**src/design/lps_cfg.svh**
```systemverilog
// offsets, field positions, reset values and counts of the low power ctrl
`ifndef LPS_CFG_SVH
`define LPS_CFG_SVH
`define LPS_ADR_CTRL     4'h0
`define LPS_ADR_STATE    4'h4
`define LPS_ADR_STRAP    4'h8
`define LPS_ADR_EVT      4'hC
`define LPS_CTRL_RESUME  0
`define LPS_CTRL_HALT    1
`define LPS_SG_DELAY     20
`define LPS_SYW          33
`define LPS_SY_ADDR      0
`define LPS_SY_BR0       25
`define LPS_SY_LINT      26
`define LPS_SY_BUS_INIT_REQ     28
`define LPS_SY_INIT      29
`define LPS_SY_SMI       30
`define LPS_SY_SLP       31
`define LPS_SY_STP       32
`define LPS_SY_RST       33'h1F3FFFFFF
`define LPS_EVW          6
`define LPS_EV_SMI       0
`define LPS_EV_INIT      1
`define LPS_EV_BUS_INIT_REQ     2
`define LPS_EV_LINT      3
`define LPS_EV_FSB       5
`define LPS_STRAPW       10
`define LPS_BOOT_DONE    2'h2
`endif

```
**src/design/lps_pkg.sv**
```systemverilog
// types of the low power state controller
package lps_pkg;
  typedef enum logic [2:0] {
    ST_NORMAL = 3'h0,
    ST_HALT   = 3'h1,
    ST_ACK    = 3'h2,
    ST_COUNT  = 3'h3,
    ST_SG     = 3'h4,
    ST_SNOOP  = 3'h5,
    ST_SLEEP  = 3'h6
  } lps_state_t;
endpackage

```
**src/design/lps_ctrl.sv**
```systemverilog
// strap capture and stop-clock low power state controller
// Functional notes
// RL1: straps caught when reset is released
// RL2: straps fixed until next reset, every reset
// RL3: asserted strap pin selects its option
// RL4: A7 strap limits transaction queue to one
// RL5: cluster id from address lines 12, 11
// RL6: A9 A10 A15 A31 BR0 strap effects
// RL7: far side keeps reserved address lines idle
// RL8: halt instruction enters auto halt powerdown
// RL9: interrupt events wake halt to normal
// RL10: reset in halt initialises at once
// RL11: handler return resumes normal or halt
// RL12: clock stop from halt returns to halt
// RL13: halt still serves snoops and interrupts
// RL14: acknowledge cycle, stop grant 20 clocks later
// RL15: far side idles bus pins in stop grant
// RL16: stop grant latches events, once each
// RL17: reset in stop grant stays stop grant
// RL18: clock stop release returns to normal
// RL19: far side orders sleep, stop releases
// RL20: snoop enters snoop state, sleep enters sleep
// RL21: stop grant serves snoops, latches bus irqs
// RL22: pending break shows any latched interrupt
// RL23: snoop state returns to its origin
// RL24: sleep only from stop grant
// RL25: exactly one of five states reported
//
// The register addresses and register access over Wishbone are this design's own decisions.
`timescale 1ns/1ps
`include "lps_cfg.svh"
module lps_ctrl
  import lps_pkg::*;
#(
  parameter int SG_DELAY = `LPS_SG_DELAY
) (
  input  wire logic        clk_i,
  input  wire logic        rst_i,
  input  wire logic [3:0]  wb_adr_i,
  input  wire logic [31:0] wb_dat_i,
  input  wire logic [3:0]  wb_sel_i,
  input  wire logic        wb_we_i,
  input  wire logic        wb_cyc_i,
  input  wire logic        wb_stb_i,
  output logic      [31:0] wb_dat_o,
  output logic             wb_ack_o,
  input  wire logic        clock_stop_req_n_i,
  input  wire logic        sleep_req_n_i,
  input  wire logic        system_mgmt_irq_n_i,
  input  wire logic        soft_init_n_i,
  input  wire logic        bus_init_req_n_i,
  input  wire logic [1:0]  local_irq_lines_i,
  input  wire logic        bus_req_line_zero_n_i,
  input  wire logic [31:7] strap_addr_n_i,
  input  wire logic        halt_exec_i,
  input  wire logic        smi_return_i,
  input  wire logic        snoop_i,
  input  wire logic        snoop_done_i,
  input  wire logic        fsb_irq_i,
  input  wire logic        sg_ack_resp_i,
  output logic             sg_ack_req_o,
  output logic             pending_break_event_n_o,
  output logic [4:0]       state_o,
  output logic [9:0]       strap_o
);

  // count from the response edge so stop grant lands SG_DELAY clocks on
  localparam logic [4:0] SG_LOAD = 5'(SG_DELAY - 1);

  // pin synchroniser, one pair of flops per bit
  logic [`LPS_SYW-1:0] pins;
  logic [`LPS_SYW-1:0] sy;
  localparam logic [`LPS_SYW-1:0] SY_RST = `LPS_SY_RST;

  assign pins = {clock_stop_req_n_i, sleep_req_n_i, system_mgmt_irq_n_i,
                 soft_init_n_i, bus_init_req_n_i, local_irq_lines_i,
                 bus_req_line_zero_n_i, strap_addr_n_i};

  genvar g;
  generate
    for (g = 0; g < `LPS_SYW; g++) begin : g_sync
      logic s1_reg;
      logic s2_reg;
      always_ff @(posedge clk_i or posedge rst_i) begin
        if (rst_i) begin
          s1_reg <= SY_RST[g];
          s2_reg <= SY_RST[g];
        end else begin
          s1_reg <= pins[g];
          s2_reg <= s1_reg;
        end
      end
      assign sy[g] = s2_reg;
    end
  endgenerate

  wire       stp  = ~sy[`LPS_SY_STP];
  wire       slp  = ~sy[`LPS_SY_SLP];
  wire       smi  = ~sy[`LPS_SY_SMI];
  wire       init = ~sy[`LPS_SY_INIT];
  wire       bini = ~sy[`LPS_SY_BUS_INIT_REQ];
  wire [1:0] lint = sy[`LPS_SY_LINT +: 2];
  wire       wake = smi | init | bini | (|lint);

  // straps are taken once the synchroniser holds the released level
  logic [1:0] boot_reg;
  logic [1:0] boot_next;
  wire        boot_cap = (boot_reg == `LPS_BOOT_DONE);
  wire        booted   = (boot_reg == 2'h3);
  assign boot_next = booted ? boot_reg : boot_reg + 2'h1;

  wire [24:0] an = ~sy[`LPS_SY_ADDR +: 25];
  logic [9:0] strap_reg;
  logic [9:0] strap_next;
  assign strap_next = {
    ~sy[`LPS_SY_BR0],          // arbitration id
    an[31-7],                  // multithreading off
    an[15-7],                  // bus parking off
    an[12-7], an[11-7],        // cluster id
    an[10-7],                  // bus init observation off
    an[9-7],                   // machine check observation off
    an[7-7],                   // queue depth one
    init,                      // self test
    smi                        // output tristate
  };

  always_ff @(posedge clk_i or posedge rst_i) begin
    if (rst_i) begin
      boot_reg  <= 2'h0;
      strap_reg <= 10'h000;
    end else begin
      boot_reg <= boot_next;
      if (boot_cap) begin
        strap_reg <= strap_next; // [RL1] [RL2] [RL3] [RL4] [RL5] [RL6]
      end
    end
  end

  // wishbone register decode
  wire wb_req = wb_cyc_i & wb_stb_i & ~wb_ack_o;
  wire wb_wr  = wb_req & wb_we_i & wb_sel_i[0];
  wire hit_ctrl = (wb_adr_i == `LPS_ADR_CTRL);
  wire hit_st   = (wb_adr_i == `LPS_ADR_STATE);
  wire hit_sp   = (wb_adr_i == `LPS_ADR_STRAP);
  wire hit_evt  = (wb_adr_i == `LPS_ADR_EVT);

  logic        resume_reg;
  logic        halt_cmd_reg;
  logic [5:0]  evt_reg;
  logic [5:0]  evt_next;
  logic [5:0]  evt_set;
  logic [5:0]  evt_clr;
  lps_state_t  st_reg;
  lps_state_t  st_next;
  lps_state_t  origin_reg;
  lps_state_t  origin_next;
  logic        snp_sg_reg;
  logic        snp_sg_next;
  logic [4:0]  cnt_reg;
  logic [4:0]  vis;
  logic [31:0] rd_data;

  wire halt_go = halt_exec_i | halt_cmd_reg;
  wire in_sg   = (st_reg == ST_SG) | (st_reg == ST_SNOOP & snp_sg_reg);

  // events wait in stop grant; set beats a same-cycle clear
  assign evt_set = in_sg ? {fsb_irq_i, lint, bini, init, smi}
                         : 6'h00; // [RL16] [RL21]
  assign evt_clr = (wb_wr & hit_evt) ? wb_dat_i[5:0] : 6'h00;
  assign evt_next = (evt_reg & ~evt_clr) | evt_set;

  assign rd_data = hit_ctrl ? {30'h0, halt_cmd_reg, resume_reg} :
                   hit_st   ? {27'h0, state_o} :
                   hit_sp   ? {22'h0, strap_reg} :
                   hit_evt  ? {26'h0, evt_reg} : 32'h0000_0000;

  // state sequencing
  always_comb begin
    st_next = st_reg;
    unique case (st_reg)
      ST_NORMAL: begin
        if (!booted) begin
          // clock stop still held across reset: stay stopped
          if (boot_cap && stp) begin
            st_next = ST_SG; // [RL17]
          end
        end else if (stp) begin
          st_next = ST_ACK; // [RL14]
        end else if (halt_go) begin
          st_next = ST_HALT; // [RL8]
        end else if (smi_return_i && resume_reg) begin
          st_next = ST_HALT; // [RL11]
        end
      end
      ST_HALT: begin
        if (wake) begin
          st_next = ST_NORMAL; // [RL9]
        end else if (stp) begin
          st_next = ST_ACK; // [RL12]
        end else if (snoop_i || fsb_irq_i) begin
          st_next = ST_SNOOP; // [RL13]
        end
      end
      ST_ACK: begin
        if (sg_ack_resp_i) begin
          st_next = ST_COUNT;
        end
      end
      ST_COUNT: begin
        if (cnt_reg == 5'h00) begin
          st_next = ST_SG; // [RL14]
        end
      end
      ST_SG: begin
        if (!stp) begin
          st_next = origin_reg; // [RL18] [RL12]
        end else if (snoop_i) begin
          st_next = ST_SNOOP; // [RL20] [RL21]
        end else if (slp) begin
          st_next = ST_SLEEP; // [RL20] [RL24]
        end
      end
      ST_SNOOP: begin
        if (snoop_done_i || (!snp_sg_reg && !snoop_i)) begin
          st_next = snp_sg_reg ? ST_SG : ST_HALT; // [RL23]
        end
      end
      ST_SLEEP: begin
        if (!slp) begin
          st_next = ST_SG; // [RL19] [RL24]
        end
      end
      default: st_next = ST_NORMAL;
    endcase
  end

  // acknowledge and count report the state they started from
  always_comb begin
    vis = 5'h01;
    unique case (st_next)
      ST_NORMAL: vis = 5'h01;
      ST_HALT:   vis = 5'h02;
      ST_ACK:    vis = (origin_next == ST_HALT) ? 5'h02 : 5'h01;
      ST_COUNT:  vis = (origin_next == ST_HALT) ? 5'h02 : 5'h01;
      ST_SG:     vis = 5'h04;
      ST_SNOOP:  vis = 5'h08;
      ST_SLEEP:  vis = 5'h10;
      default:   vis = 5'h01;
    endcase
  end

  // stop origin kept apart from snoop origin so a snoop in stop grant
  // cannot lose the halt that the stop episode must return to
  assign origin_next = (st_next == ST_ACK && st_reg != ST_ACK) ?
                       st_reg : origin_reg;
  assign snp_sg_next = (st_next == ST_SNOOP && st_reg != ST_SNOOP) ?
                       (st_reg == ST_SG) : snp_sg_reg;

  wire [4:0] cnt_next = (st_next == ST_COUNT && st_reg == ST_ACK) ?
                        SG_LOAD : cnt_reg - 5'h01;

  always_ff @(posedge clk_i or posedge rst_i) begin
    if (rst_i) begin
      st_reg     <= ST_NORMAL; // [RL10]
      origin_reg <= ST_NORMAL;
      snp_sg_reg <= 1'b0;
      cnt_reg    <= 5'h00;
      state_o    <= 5'h01;
    end else begin
      st_reg     <= st_next;
      origin_reg <= origin_next;
      snp_sg_reg <= snp_sg_next;
      cnt_reg    <= cnt_next;
      state_o    <= vis; // [RL25]
    end
  end

  always_ff @(posedge clk_i or posedge rst_i) begin
    if (rst_i) begin
      resume_reg   <= 1'b0;
      halt_cmd_reg <= 1'b0;
      evt_reg      <= 6'h00;
      wb_ack_o     <= 1'b0;
      wb_dat_o     <= 32'h0000_0000;
    end else begin
      evt_reg  <= evt_next;
      wb_ack_o <= wb_req;
      wb_dat_o <= wb_req ? rd_data : 32'h0000_0000;
      // halt command is a one-shot
      halt_cmd_reg <= wb_wr & hit_ctrl & wb_dat_i[`LPS_CTRL_HALT];
      if (wb_wr && hit_ctrl) begin
        resume_reg <= wb_dat_i[`LPS_CTRL_RESUME];
      end
    end
  end

  always_ff @(posedge clk_i or posedge rst_i) begin
    if (rst_i) begin
      sg_ack_req_o            <= 1'b0;
      pending_break_event_n_o <= 1'b1;
      strap_o                 <= 10'h000;
    end else begin
      sg_ack_req_o <= (st_next == ST_ACK); // [RL14]
      // interrupt enable flag deliberately not consulted
      pending_break_event_n_o <= ~((st_next == ST_SG) & (|evt_next)); // [RL22]
      strap_o <= strap_reg;
    end
  end

  strap_hold_a: assert property ( // [RL2]
    @(posedge clk_i) disable iff (rst_i)
    booted |=> $stable(strap_reg))
    else $error("strap settings changed after capture");

  strap_take_a: assert property ( // [RL1]
    @(posedge clk_i) disable iff (rst_i)
    boot_cap |=> strap_reg == $past(strap_next))
    else $error("straps not captured at release");

  sg_delay_a: assert property ( // [RL14]
    @(posedge clk_i) disable iff (rst_i)
    (st_reg == ST_ACK && sg_ack_resp_i) |-> ##21 st_reg == ST_SG)
    else $error("stop grant not entered 20 clocks after response");

  halt_wake_a: assert property ( // [RL9]
    @(posedge clk_i) disable iff (rst_i)
    (st_reg == ST_HALT && wake) |=> state_o == 5'h01)
    else $error("halt did not wake to normal");

  halt_entry_a: assert property ( // [RL8]
    @(posedge clk_i) disable iff (rst_i)
    (st_reg == ST_NORMAL && booted && !stp && halt_exec_i)
      |=> state_o == 5'h02)
    else $error("halt instruction did not enter halt");

  stop_back_a: assert property ( // [RL12]
    @(posedge clk_i) disable iff (rst_i)
    (st_reg == ST_SG && !stp && origin_reg == ST_HALT)
      |=> st_reg == ST_HALT)
    else $error("stop release did not return to halt");

  sleep_entry_a: assert property ( // [RL20]
    @(posedge clk_i) disable iff (rst_i)
    (st_reg == ST_SG && stp && !snoop_i && slp) |=> st_reg == ST_SLEEP)
    else $error("sleep request not honoured");

  sleep_only_a: assert property ( // [RL24]
    @(posedge clk_i) disable iff (rst_i)
    (st_next == ST_SLEEP && st_reg != ST_SLEEP) |-> st_reg == ST_SG)
    else $error("sleep entered from outside stop grant");

  break_out_a: assert property ( // [RL22]
    @(posedge clk_i) disable iff (rst_i)
    (st_reg == ST_SG && st_next == ST_SG && |evt_next)
      |=> !pending_break_event_n_o)
    else $error("pending break not shown");

  one_state_a: assert property ( // [RL25]
    @(posedge clk_i) disable iff (rst_i)
    $onehot(state_o))
    else $error("reported state not exactly one");

  wb_pulse_a: assert property (
    @(posedge clk_i) disable iff (rst_i)
    wb_ack_o |=> !wb_ack_o)
    else $error("ack held longer than one cycle");

endmodule

```
**config.mk**
```make
export PLATFORM = sky130hd
export DESIGN_NAME = lps_ctrl
export DESIGN_NICKNAME = d
export VERILOG_FILES = /design/src/design/lps_pkg.sv /design/src/design/lps_ctrl.sv
export VERILOG_INCLUDE_DIRS = /design/src /design/src/design
export SDC_FILE = /design/constraint.sdc
export NUM_CORES = 1
export LEC_CHECK = 0
export BUFFER_PORTS_ARGS = -buffer_cell sky130_fd_sc_hd__buf_2
export CAP_MARGIN = 5
export CORE_MARGIN = 2
export CORE_UTILIZATION = 25
export DETAILED_ROUTE_END_ITERATION = 6
export GPL_ROUTABILITY_DRIVEN = 0
export SYNTH_ARGS = -nofsm -noshare
export SYNTH_HDL_FRONTEND = slang
export SYNTH_SLANG_ARGS = --single-unit
```
**constraint.sdc**
```tcl
create_clock -name clk_i -period 4.05 [get_ports clk_i]
set_input_delay 0.2025 -clock clk_i [delete_from_list [all_inputs] [get_ports clk_i]]
set_output_delay 0.2025 -clock clk_i [all_outputs]
set_load 0.005 [all_outputs]
```
==> results_dict.tcl <==
set metrics [dict create \
    dpl.hpwl_microns 5630 \
    seqPwrFrac_pct 48.7 \
    wl_per_cell_microns 13.7 \
    hold_path_class "in -> async" \
    max_freq_ghz 0.388 \
    antenna_found_initial 0 \
    worstRegToRegCells 9 \
    die_width_microns 124 \
    crit_required_ps 4310 \
    max_slew_margin_pct 36.6 \
    clock_path_buffers 2 \
    start_util_pct 25.8 \
    layout.cells.non_filler 555 \
    slew_viol_final 0 \
    dieArea_sq_mm 0.0154 \
    mostFrequentLayoutCells "buf_2 (64), dfrtp_1 (62), dfstp_2 (28), nor2_1 (27), conb_1 (22)" \
    finalHoldViolCount 0 \
    fp.dieH_microns 124 \
    synth_cell_types 54 \
    postSynthCellCount 289 \
    crit_arrival_ps 2840 \
    p_leak_nw 2.04 \
    setup_violations 0 \
    synth.avg_cell_area_sq_um 12.5 \
    rrSetupSlack_ps 1470 \
    diodes 0 \
    synthTopCellsByArea "dfrtp_1 (43%), dfstp_2 (20%), buf_4 (4.6%)" \
    p_int_mw 1.61 \
    wirelength_microns 7630 \
    reg2reg_from "boot_reg[0]" \
    drt_iter0_markers 111 \
    fill_cells 1439 \
    syn_to_final_growth_pct 23.2 \
    clk_latency_ps 350 \
    root_buffer "clkbuf_16" \
    synth_edf_count 0 \
    ys_seq_elements 90 \
    cts_tree "yes" \
    drc 0 \
    worstMarginPinSlew_ps 949 \
    worst-path-max-fanout 21 \
    viasPerCell 4.17 \
    finalPower_mw 2.27 \
    grt_max_degree 58 \
    grt_pass1_wl_microns 12000 \
    grt_overflow 0 \
    final_core_util_pct 31.8 \
    ys_warn_count 0 \
    setup.worst_path.end_class "flop" \
    ys.flop_type "dfrtp_1" \
    post-cts-setup-buffer-count 0 \
    io_buffers 64 \
    async_reset_ff_share_pct 100 \
    seqCellArea_sq_mm 0.00229 \
    setup_ws_ps 1470 \
    finClkSkew_ps 8.17 \
    power.switching_mw 0.659 \
    rsz0062_at_grt "no" \
    synth.top_cell.area_share_pct 43.0 \
    nets 458 \
    place_ws_ps 1490 \
    clock_power_share_pct 33.7 \
    dr.pass1.iters 4 \
    period_needed_ps 2580 \
    fp.coreArea_sq_mm 0.0140 \
    multi_input_area_sq_mm 0.00114 \
    drive_above_1_share_pct 34.1 \
    drv_cap 0 \
    num_vias 2315 \
    powerDensity_mw_per_mm2 511 \
    grt_usage_pct 10.7 \
    numCtsBuffers 9 \
    clk_pin_slew_ps 60 \
    io_pins 134 \
    clock_sinks 90 \
    critical_path_class "reg -> reg" \
    htree_levels 3 \
    rows 43 \
    ir_worst_vdd_mv 0.223 \
    antenna_left 0 \
    sw_frac_of_total_pct 29.0 \
    outcome "complete, no violations" \
    grt_pass1_vias 2329 \
    fin_tns_setup_ps 0 \
    power_frac_comb_pct 17.6 \
    ys_seq_area_share_pct 63.4 \
    yosysTopAreaCell "dfrtp_1" \
    dp_cells 524 \
    final_common_cell "buf_2" \
    fin_crit_sh_pct 63.6 \
    syn_area_sq_mm 0.00361 \
    reg2reg_to "snp_sg_reg" \
    start_kind "flop" \
]
[cell type report]
type | instances | share of cell area [%]
clock buffers | 9 | 5.07
clock inverters | 7 | 1.15
inverters | 9 | 0.788
multi-input cells | 180 | 25.7
flip-flops and latches | 90 | 51.4
well taps | 180 | 5.07
repair buffers | 80 | 10.8
[per-layer routing]
| metal | vias to the layer above | global-route usage, % | share of wire [%] |
|---|---|---|---|
| li1 | 1113 | - | - |
| met1 | 1113 | 14.2 | 45 |
| met2 | 81 | 15.5 | 45 |
| met3 | 8 | 3.89 | 8.3 |
| met4 | 0 | 4.63 | 1.7 |
| met5 | - | 0 | 0 |
[what timing repair did]
action,CTS,global route
gates resized for setup,0,0
hold endpoints to repair,15,0
hold buffers,15,0
endpoints found under the setup margin,0,0
[kinds of logic after synthesis]
| group | count (synthesis) | synth area share (%) |
|---|---|---|
| muxes | 9 | 3.33 |
| other | 1 | 0.104 |
| xor gates and xnor gates | 3 | 0.728 |
| DFF | 90 | 63.4 |
| and+or+nand+nor | 97 | 15.3 |
| AOI/OAI and AO/OA | 45 | 8.67 |
| adders and majority gates | 4 | 1.39 |
| buffers and inverters | 40 | 7.11 |
[worst max path at each step]
stage	startpoint	endpoint	slack [ps]	cells past startpoint
floorplan	rst_i	boot_reg[0]	1560	1
global placement	boot_reg[0]	snp_sg_reg	1560	9
detailed placement	boot_reg[0]	snp_sg_reg	1490	9
CTS	boot_reg[0]	snp_sg_reg	1480	9
global route	boot_reg[0]	snp_sg_reg	1270	9
finish	boot_reg[0]	snp_sg_reg	1470	9
[cell usage after synthesis, types with 2 or more instances]
cell       instances
buf_6              3
o31ai_1            2
a21oi_1           17
nor3b_1            2
xnor2_1            3
o2bb2ai_1          3
ha_1               4
a22oi_1            3
mux2i_1            3
nand3_1            6
nand4bb_1          2
o21ai_0            6
and3_1             4
or2b_2             2
dfstp_2           28
o21ai_1            2
nor2b_1            4
nor3_1             5
or4_1              2
clkbuf_1           5
a22o_1             3
nand2_1           21
and2_1             5
inv_1              9
a211o_1            2
and4b_1            2
buf_4             22
nor2_1            27
dfrtp_1           62
mux4_2             2
a211oi_1           2
mux2_2             4
[power by group through the flow]
stage | Clock (mW) | Combinational (mW) | Sequential (mW)
finish | 0.765 | 0.399 | 1.11
global route | 0.839 | 0.447 | 1.12
CTS | 0.795 | 0.404 | 1.11
detailed placement | 0 | 0.392 | 1.12
global placement | 0 | 0.376 | 1.12
floorplan | 0 | 0.356 | 1.08
[per-stage QoR]
| step | hold WS (ps) | instance area [sq um] |
|---|---|---|
| 2_1_floorplan | 207 | 3690 |
| 3_3_place_gp | 308 | 4020 |
| 3_5_place_dp | 309 | 4020 |
| 4_1_cts | 72.1 | 4450 |
| 5_1_grt | 96.0 | 4450 |
| 6_report | 48.2 | 4450 |
[worst max-delay path, cell delays in order, from the launching register on]
cell       delay (ps)
dfrtp_1           400
inv_1              70
ha_1              610
nor4b_1           360
o2bb2ai_1         180
nor3_1             90
and2_2            240
inv_1             130
and3_4            230
mux2i_1           190
Note: power is estimated with default switching activity, not from simulation.
